### config.mk
export PLATFORM = sky130hd
export DESIGN_NAME = flash_loader_bridge
export DESIGN_NICKNAME = d
export VERILOG_FILES = /design/src/rtl/flash_loader_pkg.sv /design/src/rtl/flash_loader_bridge.sv /design/src/rtl/byte_fifo.sv
export VERILOG_INCLUDE_DIRS = /design/src /design/src/rtl
export SDC_FILE = /design/constraint.sdc
export NUM_CORES = 1
export LEC_CHECK = 0
export BUFFER_PORTS_ARGS = -buffer_cell sky130_fd_sc_hd__buf_2
export CORE_UTILIZATION = 25
export CTS_CLUSTER_DIAMETER = 40
export DETAILED_ROUTE_END_ITERATION = 8
export SLEW_MARGIN = 20
export SYNTH_ARGS = -nofsm -noshare
export SYNTH_HDL_FRONTEND = slang
export SYNTH_HIERARCHICAL = 1
export SYNTH_SLANG_ARGS = --single-unit
### constraint.sdc
create_clock -name clk -period 2.8 [get_ports clk]
set_input_delay 0.42 -clock clk [delete_from_list [all_inputs] [get_ports clk]]
set_output_delay 0.42 -clock clk [all_outputs]
set_load 0.005 [all_outputs]
### src/rtl/flash_loader_params.svh
// timing, encoding and sizing constants of the flash loader bridge
`ifndef FLASH_LOADER_PARAMS_SVH
`define FLASH_LOADER_PARAMS_SVH
`define CLK_PERIOD_NS 10
`define RECONFIG_MIN_NS 500
`define RECONFIG_MIN_CYCLES ((`RECONFIG_MIN_NS + `CLK_PERIOD_NS - 1) / `CLK_PERIOD_NS)
`define SCK_HALF_CYCLES 4
`define BYTE_BITS 8
`define FIFO_DEPTH 4
`define BIT_CNT_W 3
`define BIT_CNT_LAST 3'h7
`define BIT_CNT_ZERO 3'h0
`define DIV_W 4
`define DIV_ONE 4'h1
`define RCFG_W 8
`define AS_SCHEME_CODE 3'h2
`define PINS_IDLE 3'h1
`define RCFG_PIN_IDLE 2'h3
`endif

### src/rtl/flash_loader_pkg.sv
// types shared by the flash loader bridge
package flash_loader_pkg;
  // serial memory pins as driven by the bridge
  typedef struct packed {
    logic sck;
    logic mosi;
    logic cs_n;
  } flash_pins_t;
  // one sampled view of the test-port link
  typedef struct packed {
    logic clk_rise;
    logic clk_fall;
    logic frame;
    logic data;
  } link_sample_t;
  // memory-side shifter states
  typedef enum logic [1:0] {
    ST_IDLE = 2'b00,
    ST_LOAD = 2'b01,
    ST_HIGH = 2'b10,
    ST_LOW = 2'b11
  } shift_state_t;
endpackage

### src/rtl/flash_loader_bridge.sv
// bridge from the test-port serial link to the serial configuration memory
`timescale 1ns/100ps
`include "flash_loader_params.svh"
module flash_loader_bridge #(
  parameter int DATA_W = `BYTE_BITS,
  parameter int DEPTH = `FIFO_DEPTH,
  parameter logic [2:0] AS_SCHEME = `AS_SCHEME_CODE
) (
  // clock, reset, enable
  input wire logic clk,
  input wire logic reset_n,
  input wire logic clk_en,
  // test-port link, asynchronous to clk
  input wire logic link_clk,
  input wire logic link_frame,
  input wire logic link_data_in,
  output logic link_data_out,
  output logic link_busy,
  // serial memory pins
  output flash_loader_pkg::flash_pins_t flash_pins,
  input wire logic memory_data_in,
  // configuration control, straps and pins from outside
  input wire logic [2:0] scheme_select,
  input wire logic chain_config_done,
  input wire logic reconfig_request_n,
  // same-domain configuration controller status
  input wire logic test_config_active,
  input wire logic as_config_request,
  input wire logic bitstream_compressed,
  input wire logic reconfig_instr,
  // configuration outcomes
  output logic as_config_abort,
  output logic decompress_enable,
  output logic bitstream_refused,
  output logic user_mode,
  output logic programming_done,
  output logic device_reconfig
);
  // link synchronisers: stage one feeds stage two only
  logic [2:0] lclk_q, lclk_d;
  logic [1:0] lfrm_q, lfrm_d;
  logic [1:0] ldat_q, ldat_d;
  logic [1:0] mdi_q, mdi_d; // memory data in
  logic [1:0] rcfg_pin_q, rcfg_pin_d; // reconfiguration pin
  logic [2:0] scheme_select_a_q, scheme_select_a_d, scheme_select_b_q, scheme_select_b_d; // scheme strap bits, two stage
  flash_loader_pkg::link_sample_t ls; // sampled link view
  // link-side byte assembly
  logic [DATA_W-1:0] rx_q, rx_d;
  logic [`BIT_CNT_W-1:0] rx_cnt_q, rx_cnt_d;
  logic [DATA_W-1:0] tx_q, tx_d, ret_q, ret_d; // read-back shift, last byte from memory
  logic push_v, push_rdy; // fifo filling handshake
  logic [DATA_W-1:0] push_byte;
  // memory-side shifter
  flash_loader_pkg::shift_state_t st_q, st_d;
  logic [DATA_W-1:0] sh_q, sh_d, cap_q, cap_d; // outgoing and captured bits
  logic [`BIT_CNT_W-1:0] bit_q, bit_d;
  logic [`DIV_W-1:0] div_q, div_d;
  flash_loader_pkg::flash_pins_t pins_q, pins_d;
  logic pop_v, pop_rdy; // fifo draining handshake
  logic [DATA_W-1:0] pop_byte;
  // configuration bookkeeping
  logic enabled; // scheme strap picks active serial
  logic busy_q, busy_d, out_q, out_d; // link full flag, read-back bit
  logic abort_q, abort_d, dec_q, dec_d, refuse_q, refuse_d; // arbitration outcomes
  logic umode_q, umode_d, done_q, done_d; // user mode, programming finished
  logic seen_q, seen_d, recfg_q, recfg_d; // a frame was opened, reconfiguration pulse
  logic [`RCFG_W-1:0] rlow_q, rlow_d; // low-time counter of the pin

  // synchroniser next values: plain shifts
  always_comb begin
    lclk_d = {lclk_q[1:0], link_clk};
    lfrm_d = {lfrm_q[0], link_frame};
    ldat_d = {ldat_q[0], link_data_in};
    mdi_d = {mdi_q[0], memory_data_in};
    rcfg_pin_d = {rcfg_pin_q[0], reconfig_request_n};
    scheme_select_a_d = scheme_select;
    scheme_select_b_d = scheme_select_a_q;
  end

  // edges are found only from the second and third stages
  assign ls.clk_rise = lclk_q[1] & ~lclk_q[2];
  assign ls.clk_fall = ~lclk_q[1] & lclk_q[2];
  assign ls.frame = lfrm_q[1];
  assign ls.data = ldat_q[1];
  assign enabled = (scheme_select_b_q == AS_SCHEME);

  // link side: shift in on rising test clock, return on falling
  always_comb begin
    rx_d = rx_q;
    rx_cnt_d = rx_cnt_q;
    tx_d = tx_q;
    push_v = 1'b0;
    push_byte = {rx_q[DATA_W-2:0], ls.data};
    if (!ls.frame || !enabled) begin
      // framing lost: start a fresh byte next time
      rx_cnt_d = `BIT_CNT_ZERO;
    end else if (ls.clk_rise) begin
      rx_d = push_byte;
      rx_cnt_d = `BIT_CNT_W'(rx_cnt_q + 1'b1);
      if (rx_cnt_q == `BIT_CNT_LAST) begin
        // whole byte; a full fifo drops it, host must watch link_busy
        push_v = 1'b1;
        tx_d = ret_q;
      end
    end else if (ls.clk_fall) begin
      tx_d = {tx_q[DATA_W-2:0], 1'b0};
    end
    out_d = tx_d[DATA_W-1];
    busy_d = ~push_rdy;
  end

  // buffer between the two sides, memory side can stall it
  byte_fifo #(
    .WIDTH(DATA_W),
    .DEPTH(DEPTH)
  ) u_fifo (
    .clk(clk),
    .reset_n(reset_n),
    .clk_en(clk_en),
    .in_valid(push_v),
    .in_ready(push_rdy),
    .in_data(push_byte),
    .out_valid(pop_v),
    .out_ready(pop_rdy),
    .out_data(pop_byte)
  );

  // memory shifter: mode 0, msb first, capture at the end of the clock high phase
  always_comb begin
    st_d = st_q;
    sh_d = sh_q;
    cap_d = cap_q;
    bit_d = bit_q;
    div_d = div_q;
    pins_d = pins_q;
    ret_d = ret_q;
    pop_rdy = 1'b0;
    unique case (st_q)
      flash_loader_pkg::ST_IDLE: begin
        pins_d.sck = 1'b0;
        if (pop_v) begin
          pop_rdy = 1'b1;
          sh_d = pop_byte;
          bit_d = `BIT_CNT_ZERO;
          pins_d.cs_n = 1'b0;
          st_d = flash_loader_pkg::ST_LOAD;
        end else if (!ls.frame) begin
          // frame over and nothing queued: release the memory
          pins_d.cs_n = 1'b1;
          pins_d.mosi = 1'b0; // quiet data line while deselected
        end
      end
      flash_loader_pkg::ST_LOAD: begin
        // present data a half period before the rising clock
        pins_d.mosi = sh_q[DATA_W-1];
        div_d = `DIV_W'(`SCK_HALF_CYCLES);
        st_d = flash_loader_pkg::ST_LOW;
      end
      flash_loader_pkg::ST_LOW: begin
        if (div_q == `DIV_ONE) begin
          pins_d.sck = 1'b1;
          div_d = `DIV_W'(`SCK_HALF_CYCLES);
          st_d = flash_loader_pkg::ST_HIGH;
        end else begin
          div_d = `DIV_W'(div_q - 1'b1);
        end
      end
      flash_loader_pkg::ST_HIGH: begin
        if (div_q == `DIV_ONE) begin
          // sample late in the high phase to absorb the synchroniser
          cap_d = {cap_q[DATA_W-2:0], mdi_q[1]};
          pins_d.sck = 1'b0;
          sh_d = {sh_q[DATA_W-2:0], 1'b0};
          div_d = `DIV_W'(`SCK_HALF_CYCLES);
          if (bit_q == `BIT_CNT_LAST) begin
            ret_d = {cap_q[DATA_W-2:0], mdi_q[1]};
            st_d = flash_loader_pkg::ST_IDLE;
          end else begin
            bit_d = `BIT_CNT_W'(bit_q + 1'b1);
            pins_d.mosi = sh_q[DATA_W-2];
            st_d = flash_loader_pkg::ST_LOW;
          end
        end else begin
          div_d = `DIV_W'(div_q - 1'b1);
        end
      end
    endcase
  end

  // configuration arbitration and reconfiguration triggers
  always_comb begin
    abort_d = as_config_request & test_config_active;
    dec_d = as_config_request & ~test_config_active;
    refuse_d = test_config_active & bitstream_compressed;
    umode_d = 1'b1;
    seen_d = seen_q | (ls.frame & enabled);
    done_d = done_q;
    if (seen_q && !ls.frame && !pop_v && st_q == flash_loader_pkg::ST_IDLE) begin
      done_d = 1'b1;
    end
    // count the pin's low time; saturate at the threshold
    if (rcfg_pin_q[1]) begin
      rlow_d = '0;
    end else if (rlow_q != `RCFG_W'(`RECONFIG_MIN_CYCLES)) begin
      rlow_d = `RCFG_W'(rlow_q + 1'b1);
    end else begin
      rlow_d = rlow_q;
    end
    // only an explicit request reconfigures, never completion
    recfg_d = reconfig_instr | (rlow_d == `RCFG_W'(`RECONFIG_MIN_CYCLES) &&
      rlow_q != `RCFG_W'(`RECONFIG_MIN_CYCLES));
  end

  // single register stage for every group
  always_ff @(posedge clk) begin
    if (!reset_n) begin
      lclk_q <= '0;
      lfrm_q <= '0;
      ldat_q <= '0;
      mdi_q <= '0;
      rcfg_pin_q <= `RCFG_PIN_IDLE;
      scheme_select_a_q <= '0;
      scheme_select_b_q <= '0;
      rx_q <= '0;
      rx_cnt_q <= `BIT_CNT_ZERO;
      tx_q <= '0;
      ret_q <= '0;
      out_q <= 1'b0;
      busy_q <= 1'b0;
      st_q <= flash_loader_pkg::ST_IDLE;
      sh_q <= '0;
      cap_q <= '0;
      bit_q <= `BIT_CNT_ZERO;
      div_q <= '0;
      pins_q <= `PINS_IDLE;
      abort_q <= 1'b0;
      dec_q <= 1'b0;
      refuse_q <= 1'b0;
      umode_q <= 1'b0;
      done_q <= 1'b0;
      seen_q <= 1'b0;
      recfg_q <= 1'b0;
      rlow_q <= '0;
    end else if (clk_en) begin
      lclk_q <= lclk_d;
      lfrm_q <= lfrm_d;
      ldat_q <= ldat_d;
      mdi_q <= mdi_d;
      rcfg_pin_q <= rcfg_pin_d;
      scheme_select_a_q <= scheme_select_a_d;
      scheme_select_b_q <= scheme_select_b_d;
      rx_q <= rx_d;
      rx_cnt_q <= rx_cnt_d;
      tx_q <= tx_d;
      ret_q <= ret_d;
      out_q <= out_d;
      busy_q <= busy_d;
      st_q <= st_d;
      sh_q <= sh_d;
      cap_q <= cap_d;
      bit_q <= bit_d;
      div_q <= div_d;
      pins_q <= pins_d;
      abort_q <= abort_d;
      dec_q <= dec_d;
      refuse_q <= refuse_d;
      umode_q <= umode_d;
      done_q <= done_d;
      seen_q <= seen_d;
      recfg_q <= recfg_d;
      rlow_q <= rlow_d;
    end
  end

  // outputs straight from flip-flops
  assign link_data_out = out_q;
  assign link_busy = busy_q;
  assign flash_pins = pins_q;
  assign as_config_abort = abort_q;
  assign decompress_enable = dec_q;
  assign bitstream_refused = refuse_q;
  assign user_mode = umode_q;
  assign programming_done = done_q;
  assign device_reconfig = recfg_q;
endmodule

### src/rtl/byte_fifo.sv
// small flip-flop fifo with valid/ready on both sides
`timescale 1ns/100ps
module byte_fifo #(
  parameter int WIDTH = 8,
  parameter int DEPTH = 4
) (
  // clock and control
  input wire logic clk,
  input wire logic reset_n,
  input wire logic clk_en,
  // filling side
  input wire logic in_valid,
  output logic in_ready,
  input wire logic [WIDTH-1:0] in_data,
  // draining side
  output logic out_valid,
  input wire logic out_ready,
  output logic [WIDTH-1:0] out_data
);
  localparam int AW = (DEPTH > 1) ? $clog2(DEPTH) : 1;
  logic [WIDTH-1:0] mem_q [DEPTH]; // storage words
  logic [AW-1:0] wr_q, wr_d; // write index
  logic [AW-1:0] rd_q, rd_d; // read index
  logic [AW:0] cnt_q, cnt_d; // fill level
  logic push, pop;

  // honest flags straight from the fill level
  assign in_ready = (cnt_q != (AW+1)'(DEPTH));
  assign out_valid = (cnt_q != '0);
  assign out_data = mem_q[rd_q];
  assign push = in_valid & in_ready;
  assign pop = out_valid & out_ready;

  // index and level arithmetic, wrapping at DEPTH
  always_comb begin
    wr_d = wr_q;
    rd_d = rd_q;
    cnt_d = cnt_q;
    if (push) begin
      wr_d = (wr_q == AW'(DEPTH - 1)) ? '0 : AW'(wr_q + 1'b1);
    end
    if (pop) begin
      rd_d = (rd_q == AW'(DEPTH - 1)) ? '0 : AW'(rd_q + 1'b1);
    end
    if (push && !pop) begin
      cnt_d = (AW+1)'(cnt_q + 1'b1);
    end else if (pop && !push) begin
      cnt_d = (AW+1)'(cnt_q - 1'b1);
    end
  end

  // pointers reset; storage needs no reset since level guards it
  always_ff @(posedge clk) begin
    if (!reset_n) begin
      wr_q <= '0;
      rd_q <= '0;
      cnt_q <= '0;
    end else if (clk_en) begin
      wr_q <= wr_d;
      rd_q <= rd_d;
      cnt_q <= cnt_d;
      if (push) begin
        mem_q[wr_q] <= in_data;
      end
    end
  end
endmodule

==> results of run 1 <==
[through the flow]
stage / utilization / hold slack (ns) / total power [uW]
floorplan: - / 0.428 / 2010
global placement: 0.275 / 0.442 / 2050
detailed placement: 0.275 / 0.443 / 2050
CTS: 0.299 / 0.218 / 4060
global route: 0.299 / 0.243 / 4140
finish: 0.299 / 0.233 / 4010
[cell families after synthesis]
logic type	Yosys count
AO/OA/AOI/OAI	73
XOR/XNOR	2
adder cells (fa/ha/maj)	19
buffers and inverters	45
flip-flops	127
multiplexers	63
AND/OR/NAND/NOR	197
[how the worst min path moves through the flow]
stage                     slack, ns            end          startpoint
after floorplan                0.43        sh_q[0]             sh_q[0]
after global placement         0.44        sh_q[0]             sh_q[0]
after detailed placement       0.44        sh_q[0]             sh_q[0]
after CTS                      0.22  rcfg_pin_q[0]  reconfig_request_n
after global routing           0.24      lfrm_q[0]          link_frame
final                          0.23  rcfg_pin_q[0]  reconfig_request_n
[final cells by class]
| type | count | share of cell area |
|---|---|---|
| Clock inverter | 14 | 0.0172 |
| Multi-Input combinational cell | 354 | 0.386 |
| Clock buffer | 18 | 0.0655 |
| Tap cell | 280 | 0.0535 |
| Timing Repair Buffer | 34 | 0.0313 |
| Inverter | 16 | 0.00917 |
| Sequential cell | 127 | 0.437 |
[layout by cell type (no fill, tap or decap), drive strengths merged, types with 5 or more instances in the layout]
cell type | Yosys | routed
a21oi | 23 | 23
a311oi | 7 | 7
and3 | 5 | 5
buf | 16 | 34
clkbuf | 13 | 18
clkinv | 0 | 6
dfxtp | 95 | 95
edfxtp | 32 | 32
ha | 18 | 18
inv | 16 | 20
mux2 | 8 | 8
mux2i | 47 | 47
mux4 | 8 | 8
nand2 | 55 | 55
nand2b | 6 | 6
nand3 | 19 | 19
nor2 | 72 | 72
nor2b | 6 | 6
nor3 | 9 | 9
o21ai | 12 | 12
[worst max-delay path: cells and delay by family (launching register included)]
family / cells / cell delay [ns]
multiplexers: 1 / 0.13
adder cells (fa/ha/maj): 4 / 0.88
AND/OR/NAND/NOR: 4 / 0.63
XOR/XNOR: 1 / 0.15
buffers and inverters: 1 / 0.06
flip-flops: 1 / 0.35
[layer usage]
layer	global-route usage	vias to the layer above
met2	0.162	54
li1	-	1924
met3	0.0231	15
met1	0.123	1800
met4	0.0490	0
met5	0	-
[power breakdown]
part	switching [uW]	total, uW	leakage (uW)	internal (uW)
Clock	856	2000	0.000252	1140
Sequential	13.3	1900	0.00109	1890
Combinational	67.0	108	0.00114	41.1
[flip-flops by register name (all words and copies together), names as in the netlist, 4 cells and up, named ones only]
register	count
u_fifo/mem_q	32
ret_q	8
rlow_q	8
sh_q	8
tx_q	8
cap_q	7
rx_q	7
div_q	4
==> results by group, run 1 <==
CTS
  – Reg clk slew, reported paths: 0.06 ns
  – Setup Buffers After CTS: 0
  – Htree depth: 4
  – Hold_buf cts: 0
  – Clock root cell: clkbuf_16
  – Clock latency on the worst-skew pair: 0.41 ns
  – Post-CTS resize count: 0
  – Sinks on Clock Net: 127
  – CTS tree: built
  – CTS buffer count: 17
  – Maximum clock path buffer count: 2

Synth
  – Synth warn: 6
  – Sequential fraction of the synthesis area: 0.511
  – Mux cell area share after synthesis: 0.132
  – Synth Instances: 526
  – FFs w/ async S/R, synth: 0
  – Synth top area cells: dfxtp_1, edfxtp_1, mux2i_1
  – Post-synthesis xor/xnor area fraction: 0.00312
  – Distinct cells, synth: 70
  – Post-Syn Nets: 561
  – Top cells by count, synth: dfxtp_1, nor2_1, nand2_1, mux2i_1, edfxtp_1
  – Post-synthesis simple-gate area fraction: 0.179
  – Combinational family with the most area after synthesis: simple AND/OR/NAND/NOR gates
  – Top-area cell type share of the netlist area: 0.339
  – Post-synth EDFFs: 32
  – Prevailing post-synth register cell: dfxtp_1
  – Post-Synthesis Cell Area: 0.00561 sq mm
  – Avg Cell Area, Syn: 10.7 sq um
  – Yosys reg bits: 127
  – Dominant cell by count in the synthesized netlist: dfxtp_1
  – Area share of fa/ha/maj cells after synthesis: 0.0438
  – Library cell with the largest summed area after synthesis: dfxtp_1
  – Compound-Gate Fraction of Synth Area: 0.0940

Job
  – MaxCap Viol Count: 0

Die
  – Initial core utilization: 0.256
  – Rows: 54
  – Core box area: between 0.02 and 0.025 sq mm
  – I/O pin cnt: 27
  – Die Area: 0.0230 sq mm
  – Die Ht: approximately 150 um
  – Die width: approximately 150 um

Route
  – Vias/cell: 4.50
  – Routed met2 length: ~5100 um
  – Via count: ~3,800
  – ANT nets after route: 0
  – Initial DRC count: roughly 130
  – Top sig layer: met4
  – Post-Route M1 WL: 5090 um
  – WL per Instance: between 10 and 15 um
  – WL met3: around 310 um
  – Detailed Routing Iterations Pass 1: 4
  – WL final: 10,700 um
  – # DRC: 0

Worst setup path
  – CP Launch Type: flip-flop
  – Worst reg2reg path depth: 11
  – CP max stage delay: between 0.3 and 0.4 ns
  – R2R Path Start: rx_cnt_q[0]
  – CP Cell Sequence: ha_1 -> ha_1 -> nand3b_4 -> nor2_1 -> and2_1 -> ha_1 -> inv_1 -> fa_1 -> xnor2_1 -> nand2_1 -> mux2i_1
  – Crit Path Class: flip-flop to flip-flop
  – Worst EP arrival: 2.60 ns
  – RR Endpoint: u_fifo/cnt_q[2]
  – Slowest-stage cell, CP: fa_1
  – CP required: just over 3 ns
  – R2r setup slk: 0.50 ns
  – CP startpoint: rx_cnt_q[0]
  – Critical Path Most Common Cell: ha_1
  – Crit. End Element: flip-flop
  – CP endpoint: u_fifo/cnt_q[2]
  – Critical path fanouts, max: 2

Power and ir drop
  – PwrDens: 612 mW/mm^2
  – Maximum vdd drop: 311 uV
  – Leak: 0.00248 uW

Place
  – Routability cong.: 0.748
  – Pre-CTS WS: 0.477 ns
  – Placed Area: 0.00601 sq mm
  – Port bufs: 25
  – Placed cells: 811
  – HPWL after detailed placement: 7120 um

Global route
  – First-pass GRT wire length: roughly 18,000 um
  – GR Util All Layers: 0.0993
  – Vias in the first global route: 3,501
  – Grt ovf: 0
  – Largest net degree at the start of global routing: 77
  – Initial antenna violation count: 0

Timing
  – Fin. Hold Viols: 0
  – Period utilization: 0.821
  – Post-route minimum period: roughly 2.3 ns
  – Final worst setup slack: 0.501 ns
  – Worst Max-Slew Pin Slew: 0.889 ns
  – Relative slew slack: 0.400
  – Slew Viols, Final: 0
  – Max frequency: roughly 430 MHz
  – Setup TNS: 0 ns
  – Final setup viols: 0
  – Worst Skew: 0.00873 ns
  – RSZ-0062 raised after global routing: false

Final layout
  – Layout area overhead: 16.9%
  – Layout Cells excl Fill: 843
  – Design Area, Final: 0.00655 sq mm
  – N_diodes: 0
  – Nets: around 590
  – Storage cell area: 0.00286 sq mm
  – Filler Cell Count: approximately 2,300
  – Area of the multi-input gates: between 0.002 and 0.003 sq mm
  – Share of layout cells above drive strength 1: 0.165

Min path
  – Hold path depth: 3
  – Worst Hold Class: primary input to flip-flop

Outcome
  – Status: complete, no violations
(Power assumes the default switching activity.)
==> run 2, diff against run 1 <==
ABC_AREA = 1   (was not set)
clock period = 2.2 ns   (was 2.8 ns; I/O delays follow)
==> run 2 against run 1 <==
Sequential power up 29%. Clock skew about the same. Worst hold slack worse by 0.098 ns. Routed wire length grew 2.9%. Critical endpoint unchanged. Largest cell class unchanged.
==> results by group, run 2 <==
CTS
  – Clock latency on the worst-skew pair: 0.41 ns (about the same)
  – Maximum clock path buffer count: 2 (unchanged)
  – CTS buffer count: 17 (unchanged)
  – Hold_buf cts: 0 (unchanged)
  – Sinks on Clock Net: 127 (unchanged)
  – Clock root cell: clkbuf_16 (unchanged)
  – CTS tree: built (unchanged)
  – Reg clk slew, reported paths: 0.05 ns (was 0.06 ns)
  – Htree depth: 4 (unchanged)

Synth
  – Sequential fraction of the synthesis area: 0.529 (was 0.511)
  – Avg Cell Area, Syn: 8.52 sq um (was 10.7 sq um)
  – Post-Synthesis Cell Area: 0.00542 sq mm (was 0.00561 sq mm)
  – Synth top area cells: dfxtp_1, edfxtp_1, nand2_1 (was dfxtp_1, edfxtp_1, mux2i_1)
  – Synth warn: 6 (unchanged)
  – Dominant cell by count in the synthesized netlist: nand2_1 (was dfxtp_1)
  – Post-Syn Nets: 671 (was 561)
  – Synth Instances: 636 (was 526)
  – FFs w/ async S/R, synth: 0 (unchanged)
  – Post-synth EDFFs: 32 (unchanged)
  – Top-area cell type share of the netlist area: 0.351 (was 0.339)
  – Library cell with the largest summed area after synthesis: dfxtp_1 (unchanged)
  – Distinct cells, synth: 45 (was 70)
  – Top cells by count, synth: nand2_1, nor2_1, dfxtp_1, o21ai_0, a21oi_1 (was dfxtp_1, nor2_1, nand2_1, mux2i_1, edfxtp_1)
  – Prevailing post-synth register cell: dfxtp_1 (unchanged)
  – Yosys reg bits: 127 (unchanged)

Die
  – I/O pin cnt: 27 (unchanged)
  – Initial core utilization: 0.256 (about the same)
  – Die Area: 0.0223 sq mm (was 0.0230 sq mm)
  – Rows: 53 (was 54)
  – Core box area: 0.0212 sq mm (was 0.0219 sq mm)
  – Die width: 149 um (was 152 um)
  – Die Ht: 149 um (was 152 um)

Timing
  – Final setup viols: 0 (unchanged)
  – Max frequency: 472 MHz (was 435 MHz)
  – RSZ-0062 raised after global routing: true (was false)
  – Post-route minimum period: 2.12 ns (was 2.30 ns)
  – Worst Max-Slew Pin Slew: 0.699 ns (was 0.889 ns)
  – Slew Viols, Final: 0 (unchanged)
  – Fin. Hold Viols: 0 (unchanged)
  – Worst hold slack: 0.134 ns (was 0.233 ns)
  – Period utilization: 0.963 (was 0.821)
  – Relative slew slack: 0.533 (was 0.400)
  – Worst Skew: 0.00828 ns (was 0.00873 ns)

Final layout
  – Most common cell after layout, fill and taps aside: nand2_1 (was dfxtp_1)
  – Layout area overhead: 21.1% (was 16.9%)
  – Share of layout cells above drive strength 1: 0.184 (was 0.165)
  – Nets: 717 (was 585)
  – Max FFs per register: 32 (unchanged)
  – Filler Cell Count: 2,176 (was 2,280)
  – Reg with most FFs: u_fifo/mem_q (unchanged)
  – Area of the multi-input gates: 0.00230 sq mm (was 0.00253 sq mm)
  – Storage cell area: 0.00287 sq mm (was 0.00286 sq mm)
  – N_diodes: 0 (unchanged)
  – Most frequent cells in the layout: nand2_1, nor2_1, dfxtp_1, o21ai_0, a21oi_1 (was dfxtp_1, nor2_1, nand2_1, mux2i_1, edfxtp_1)

Global route
  – Largest net degree at the start of global routing: 40 (was 77)
  – GR Util All Layers: 0.106 (was 0.0993)
  – Vias in the first global route: 3,967 (was 3,501)
  – First-pass GRT wire length: 18,500 um (was 17,500 um)
  – Grt ovf: 0 (unchanged)
  – Initial antenna violation count: 0 (unchanged)

Power and ir drop
  – PwrDens: 787 mW/mm^2 (was 612 mW/mm^2)
  – Pwr Total: 5160 uW (was 4010 uW)
  – Maximum vdd drop: 541 uV (was 311 uV)
  – Leak: 0.00243 uW (was 0.00248 uW)

Worst setup path
  – Crit Path Class: flip-flop to flip-flop (unchanged)
  – Critical path fanouts, max: 2 (unchanged)
  – Crit. End Element: flip-flop (unchanged)
  – CP Launch Type: flip-flop (unchanged)
  – Worst EP arrival: 2.47 ns (was 2.60 ns)
  – CP required: 2.55 ns (was 3.10 ns)
  – CP max stage delay: 0.37 ns (about the same)
  – CP Cell Sequence: ha_4 -> ha_4 -> inv_2 -> nor3_2 -> buf_4 -> a21boi_2 -> ha_2 -> inv_2 -> fa_2 -> nand2_2 -> nand3_2 -> nand2_1 -> nand2_1 -> nor2_1 (was ha_1 -> ha_1 -> nand3b_4 -> nor2_1 -> and2_1 -> ha_1 -> inv_1 -> fa_1 -> xnor2_1 -> nand2_1 -> mux2i_1)
  – Cell family with most CP delay: adder cells (unchanged)
  – Slowest-stage cell, CP: fa_2 (was fa_1)
  – CP bufs+invs: 3 (was 1)

Route
  – WL per Instance: 11.4 um (was 12.7 um)
  – ANT nets after route: 0 (unchanged)
  – WL final: 11,000 um (was 10,700 um)
  – # DRC: 0 (unchanged)
  – Detailed Routing Iterations Pass 1: 4 (unchanged)
  – Vias/cell: 4.34 (was 4.50)
  – Initial DRC count: 273 (was 129)
  – Via count: 4,209 (was 3,793)

Place
  – Routability cong.: 0.769 (was 0.748)
  – HPWL after detailed placement: 7470 um (was 7120 um)
  – Port bufs: 25 (unchanged)

Job
  – MaxCap Viol Count: 0 (unchanged)

Outcome
  – Status: complete, no violations (unchanged)

Min path
  – Worst Hold Class: primary input to flip-flop (unchanged)
## run 2: changes by cell type in the layout (fill, tap and decap cells not counted), moves of 14 or more
cell / change
mux2i_1: -47
buf_4: +15
nor2_1: +32
o21ai_0: +64
inv_1: +21
a21oi_1: +17
a31oi_1: +14
nand2_1: +55
## run 2: per-stage QoR
| stage | std cells | setup WS (ns) | util | instance area [sq um] | TNS (ns) |
|---|---|---|---|---|---|
| after floorplan | 636 | 0.0177 | - | 5420 | 0 |
| after global placement | 932 | -0.0358 | 0.279 | 5900 | -0.0358 |
| after global routing | 970 | -0.0238 | 0.310 | 6560 | -0.0238 |
| after detailed placement | 932 | -0.0676 | 0.279 | 5900 | -0.0676 |
| after CTS | 964 | 0.0446 | 0.305 | 6460 | 0 |
| final | 970 | 0.0815 | 0.310 | 6560 | 0 |
## run 2: area by class of cell
class,count,share of cell area
clock buffers,20,0.0681
clock inverters,12,0.0145
inverters,47,0.0280
multi-input cells,440,0.351
flip-flops and latches,127,0.437
well taps,275,0.0525
repair buffers,49,0.0485
## run 2: what timing repair did
item	4_1_cts	5_1_grt
setup endpoints to repair	1	4
setup buffers	0	6
cloned	0	0
resized for setup	5	15
pin swaps	0	5
hold endpoints to repair	0	0
## run 2: power by group
| group | switching [uW] | internal [uW] | total [uW] |
|---|---|---|---|
| logic | 117 | 62.3 | 179 |
| registers | 26.1 | 2420 | 2450 |
| clock network | 973 | 1560 | 2530 |
## run 2: tightest hold or removal path, stage by stage
cell,delay [ns]
buf_2,0.07
nand2_1,0.04
nand3_1,0.06
## run 2: per-layer routing
layer / GRT usage / routed length, um
met5: 0 / 0
met2: 0.174 / 5150
met1: 0.128 / 5480
met3: 0.0324 / 256
met4: 0.0439 / 134
## run 2: worst paths after layout
path                      startpoint         endpoint  slack, ns  cells past startpoint
setup / recovery         rx_cnt_q[0]  u_fifo/cnt_q[2]       0.08                     14
hold / removal    reconfig_request_n    rcfg_pin_q[0]       0.13                      3
setup reg to reg         rx_cnt_q[0]  u_fifo/cnt_q[2]       0.08                     14
hold reg to reg        flash_pins[2]    flash_pins[2]       0.44                      2
## run 2: kinds of logic (layout without fill, tap and decap cells)
logic type,count (synthesis),after routing,share of synthesized area
fa+ha+maj,19,19,0.0453
compound gates,158,158,0.160
flops,127,127,0.529
simple gates,261,261,0.207
xor+xnor,2,2,0.00323
buf+inv,69,128,0.0554
==> run 3, diff against run 2 <==
CORE_MARGIN = 2   (was not set)
RECOVER_POWER = 100   (was not set)
==> run 3 against run 2 <==
Die area is 2.7% higher. Routed wire length shrank 1.2%. Worst hold slack better by 0.0025 ns. Non-clock buffer count unchanged. Worst setup slack better by 0.064 ns. Clock power increased by 2%. Critical path depth decreased by 1. Via count down 0.36%. First-iteration DRC count fell by 35%. Power up 0.81%. Combinational power about the same.
==> results by group, run 3 (synthesis results as in run 2) <==
Outcome
  – Status: complete, no violations (unchanged)

CTS
  – CTS tree: built (unchanged)
  – Htree depth: 4 (unchanged)
  – Hold_buf cts: 0 (unchanged)
  – Clock root cell: clkbuf_16 (unchanged)
  – Reg clk slew, reported paths: 0.06 ns (was 0.05 ns)
  – Clock latency on the worst-skew pair: 0.41 ns (about the same)
  – Sinks on Clock Net: 127 (unchanged)
  – CTS buffer count: 17 (unchanged)
  – Maximum clock path buffer count: 2 (unchanged)

Timing
  – Relative slew slack: 0.354 (was 0.533)
  – Slew Viols, Final: 0 (unchanged)
  – Setup TNS: 0 ns (unchanged)
  – Fin. Hold Viols: 0 (unchanged)
  – Max frequency: 487 MHz (was 472 MHz)
  – Post-route minimum period: 2.05 ns (was 2.12 ns)
  – Period utilization: 0.934 (was 0.963)
  – Worst Skew: 0.00733 ns (was 0.00828 ns)
  – Worst Max-Slew Pin Slew: 0.970 ns (was 0.699 ns)
  – Final setup viols: 0 (unchanged)

Route
  – WL final: 10,900 um (was 11,000 um)
  – ANT nets after route: 0 (unchanged)
  – Initial DRC count: 178 (was 273)
  – Vias/cell: 4.32 (was 4.34)
  – # DRC: 0 (unchanged)
  – WL per Instance: 11.2 um (was 11.4 um)
  – Detailed Routing Iterations Pass 1: 4 (unchanged)
  – Via count: 4,194 (was 4,209)

Worst setup path
  – R2R Path Start: rx_cnt_q[1] (was rx_cnt_q[0])
  – CP Cell Sequence: ha_1 -> ha_1 -> inv_1 -> nor3_2 -> a21boi_2 -> ha_2 -> inv_2 -> fa_2 -> nand2_2 -> nand3_2 -> nand2_1 -> nand2_1 -> nor2_1 (was ha_4 -> ha_4 -> inv_2 -> nor3_2 -> buf_4 -> a21boi_2 -> ha_2 -> inv_2 -> fa_2 -> nand2_2 -> nand3_2 -> nand2_1 -> nand2_1 -> nor2_1)
  – Worst EP arrival: 2.40 ns (was 2.47 ns)
  – RR Endpoint: u_fifo/cnt_q[2] (unchanged)
  – R2r setup slk: 0.15 ns (was 0.08 ns)
  – Critical path fanouts, max: 2 (unchanged)
  – Crit Path Class: flip-flop to flip-flop (unchanged)
  – CP max stage delay: 0.36 ns (was 0.37 ns)
  – CP Launch Type: flip-flop (unchanged)
  – Worst reg2reg path depth: 13 (was 14)
  – Slowest-stage cell, CP: fa_2 (unchanged)
  – CP required: 2.54 ns (was 2.55 ns)
  – Crit. End Element: flip-flop (unchanged)

Min path
  – Hold Path Sink: rcfg_pin_q[0] (unchanged)
  – HP Start: reconfig_request_n (unchanged)
  – Worst Hold Class: primary input to flip-flop (unchanged)
  – Hold path depth: 3 (unchanged)

Power and ir drop
  – Maximum vdd drop: 548 uV (was 541 uV)
  – Leak: 0.00236 uW (was 0.00243 uW)
  – Pwr Total: 5200 uW (was 5160 uW)
  – PwrDens: 805 mW/mm^2 (was 787 mW/mm^2)

Job
  – MaxCap Viol Count: 0 (unchanged)

Final layout
  – Design Area, Final: 0.00646 sq mm (was 0.00656 sq mm)
  – Final Util: 0.305 (was 0.310)
  – Nets: 717 (unchanged)
  – N_diodes: 0 (unchanged)
  – Layout area overhead: 19.3% (was 21.1%)
  – Most frequent cells in the layout: nand2_1, nor2_1, dfxtp_1, o21ai_0 (was nand2_1, nor2_1, dfxtp_1, o21ai_0, a21oi_1)
  – Filler Cell Count: 2,220 (was 2,176)
  – Most common cell after layout, fill and taps aside: nand2_1 (unchanged)
  – Layout Cells excl Fill: 970 (unchanged)
  – Reg with most FFs: u_fifo/mem_q (unchanged)
  – Share of layout cells above drive strength 1: 0.134 (was 0.184)
  – Max FFs per register: 32 (unchanged)

Die
  – Die width: 151 um (was 149 um)
  – Initial core utilization: 0.256 (unchanged)
  – Rows: 53 (unchanged)
  – Core box area: 0.0212 sq mm (unchanged)
  – Die Area: 0.0229 sq mm (was 0.0223 sq mm)
  – I/O pin cnt: 27 (unchanged)
  – Die Ht: 151 um (was 149 um)

Place
  – Routability cong.: 0.791 (was 0.769)
  – Port bufs: 25 (unchanged)
  – Placed Area: 0.00593 sq mm (was 0.00590 sq mm)
  – HPWL after detailed placement: 7400 um (was 7470 um)
  – Placed cells: 935 (was 932)

Global route
  – Initial antenna violation count: 0 (unchanged)
  – First-pass GRT wire length: 18,500 um (about the same)
  – Largest net degree at the start of global routing: 48 (was 40)
  – Grt ovf: 0 (unchanged)
  – GR Util All Layers: 0.103 (was 0.106)
  – Vias in the first global route: 3,844 (was 3,967)
==> run 3: repair_timing <==
action / 4_1_cts / 5_1_grt
setup endpoints to repair: 1 / 3
hold endpoints to repair: 0 / 0
resized for setup: 3 / 8
pin swaps: 1 / 3
setup buffers: 2 / 2
==> run 3: layout make-up <==
cell class | count | area (sq um) | area share
clock buffer | 20 | 458 | 0.0709
sequential | 127 | 2870 | 0.443
inverter | 47 | 184 | 0.0285
tap | 275 | 344 | 0.0532
multi-input combinational | 440 | 2230 | 0.345
timing repair buffer | 49 | 287 | 0.0443
clock inverter | 12 | 93.8 | 0.0145
==> run 3: layer usage <==
| layer | vias to the layer above | GRT usage | wire (um) |
|---|---|---|---|
| met5 | - | 0 | 0 |
| met4 | 0 | 0.0383 | 119 |
| met3 | 12 | 0.0301 | 441 |
| met2 | 66 | 0.167 | 5100 |
| met1 | 1888 | 0.129 | 5230 |
| li1 | 2228 | - | - |
==> run 3: worst max path at each step <==
| stage | start | endpoint |
|---|---|---|
| 2_1_floorplan | rx_cnt_q[0] | u_fifo/mem_q[3][0] |
| 3_3_place_gp | rx_cnt_q[0] | u_fifo/cnt_q[2] |
| 3_5_place_dp | rx_cnt_q[1] | u_fifo/cnt_q[2] |
| 4_1_cts | rx_cnt_q[1] | u_fifo/cnt_q[2] |
| 5_1_grt | rx_cnt_q[1] | u_fifo/cnt_q[2] |
| 6_report | rx_cnt_q[1] | u_fifo/cnt_q[2] |
==> run 3: power breakdown <==
group / switching [uW] / leakage, uW / internal, uW
Sequential: 26.7 / 0.00100 / 2420
Clock: 979 / 0.000255 / 1600
Combinational: 117 / 0.00111 / 59.9
Total: 1120 / 0.00236 / 4080
==> run 3: critical path: cells and delay by family, from the launching register on <==
family	cells	cell delay [ns]
buffers and inverters	2	0.11
adders and majority gates	4	0.84
DFF	1	0.33
and+or+nand+nor	6	0.53
AOI/OAI and AO/OA	1	0.19
==> run 3: metrics by stage <==
step | hold slack, ns | setup slack [ns]
6_report | 0.137 | 0.145
5_1_grt | 0.143 | -0.00290
4_1_cts | 0.124 | 0.0131
3_5_place_dp | 0.437 | -0.0620
3_3_place_gp | 0.436 | -0.0256
2_1_floorplan | 0.429 | 0.0177
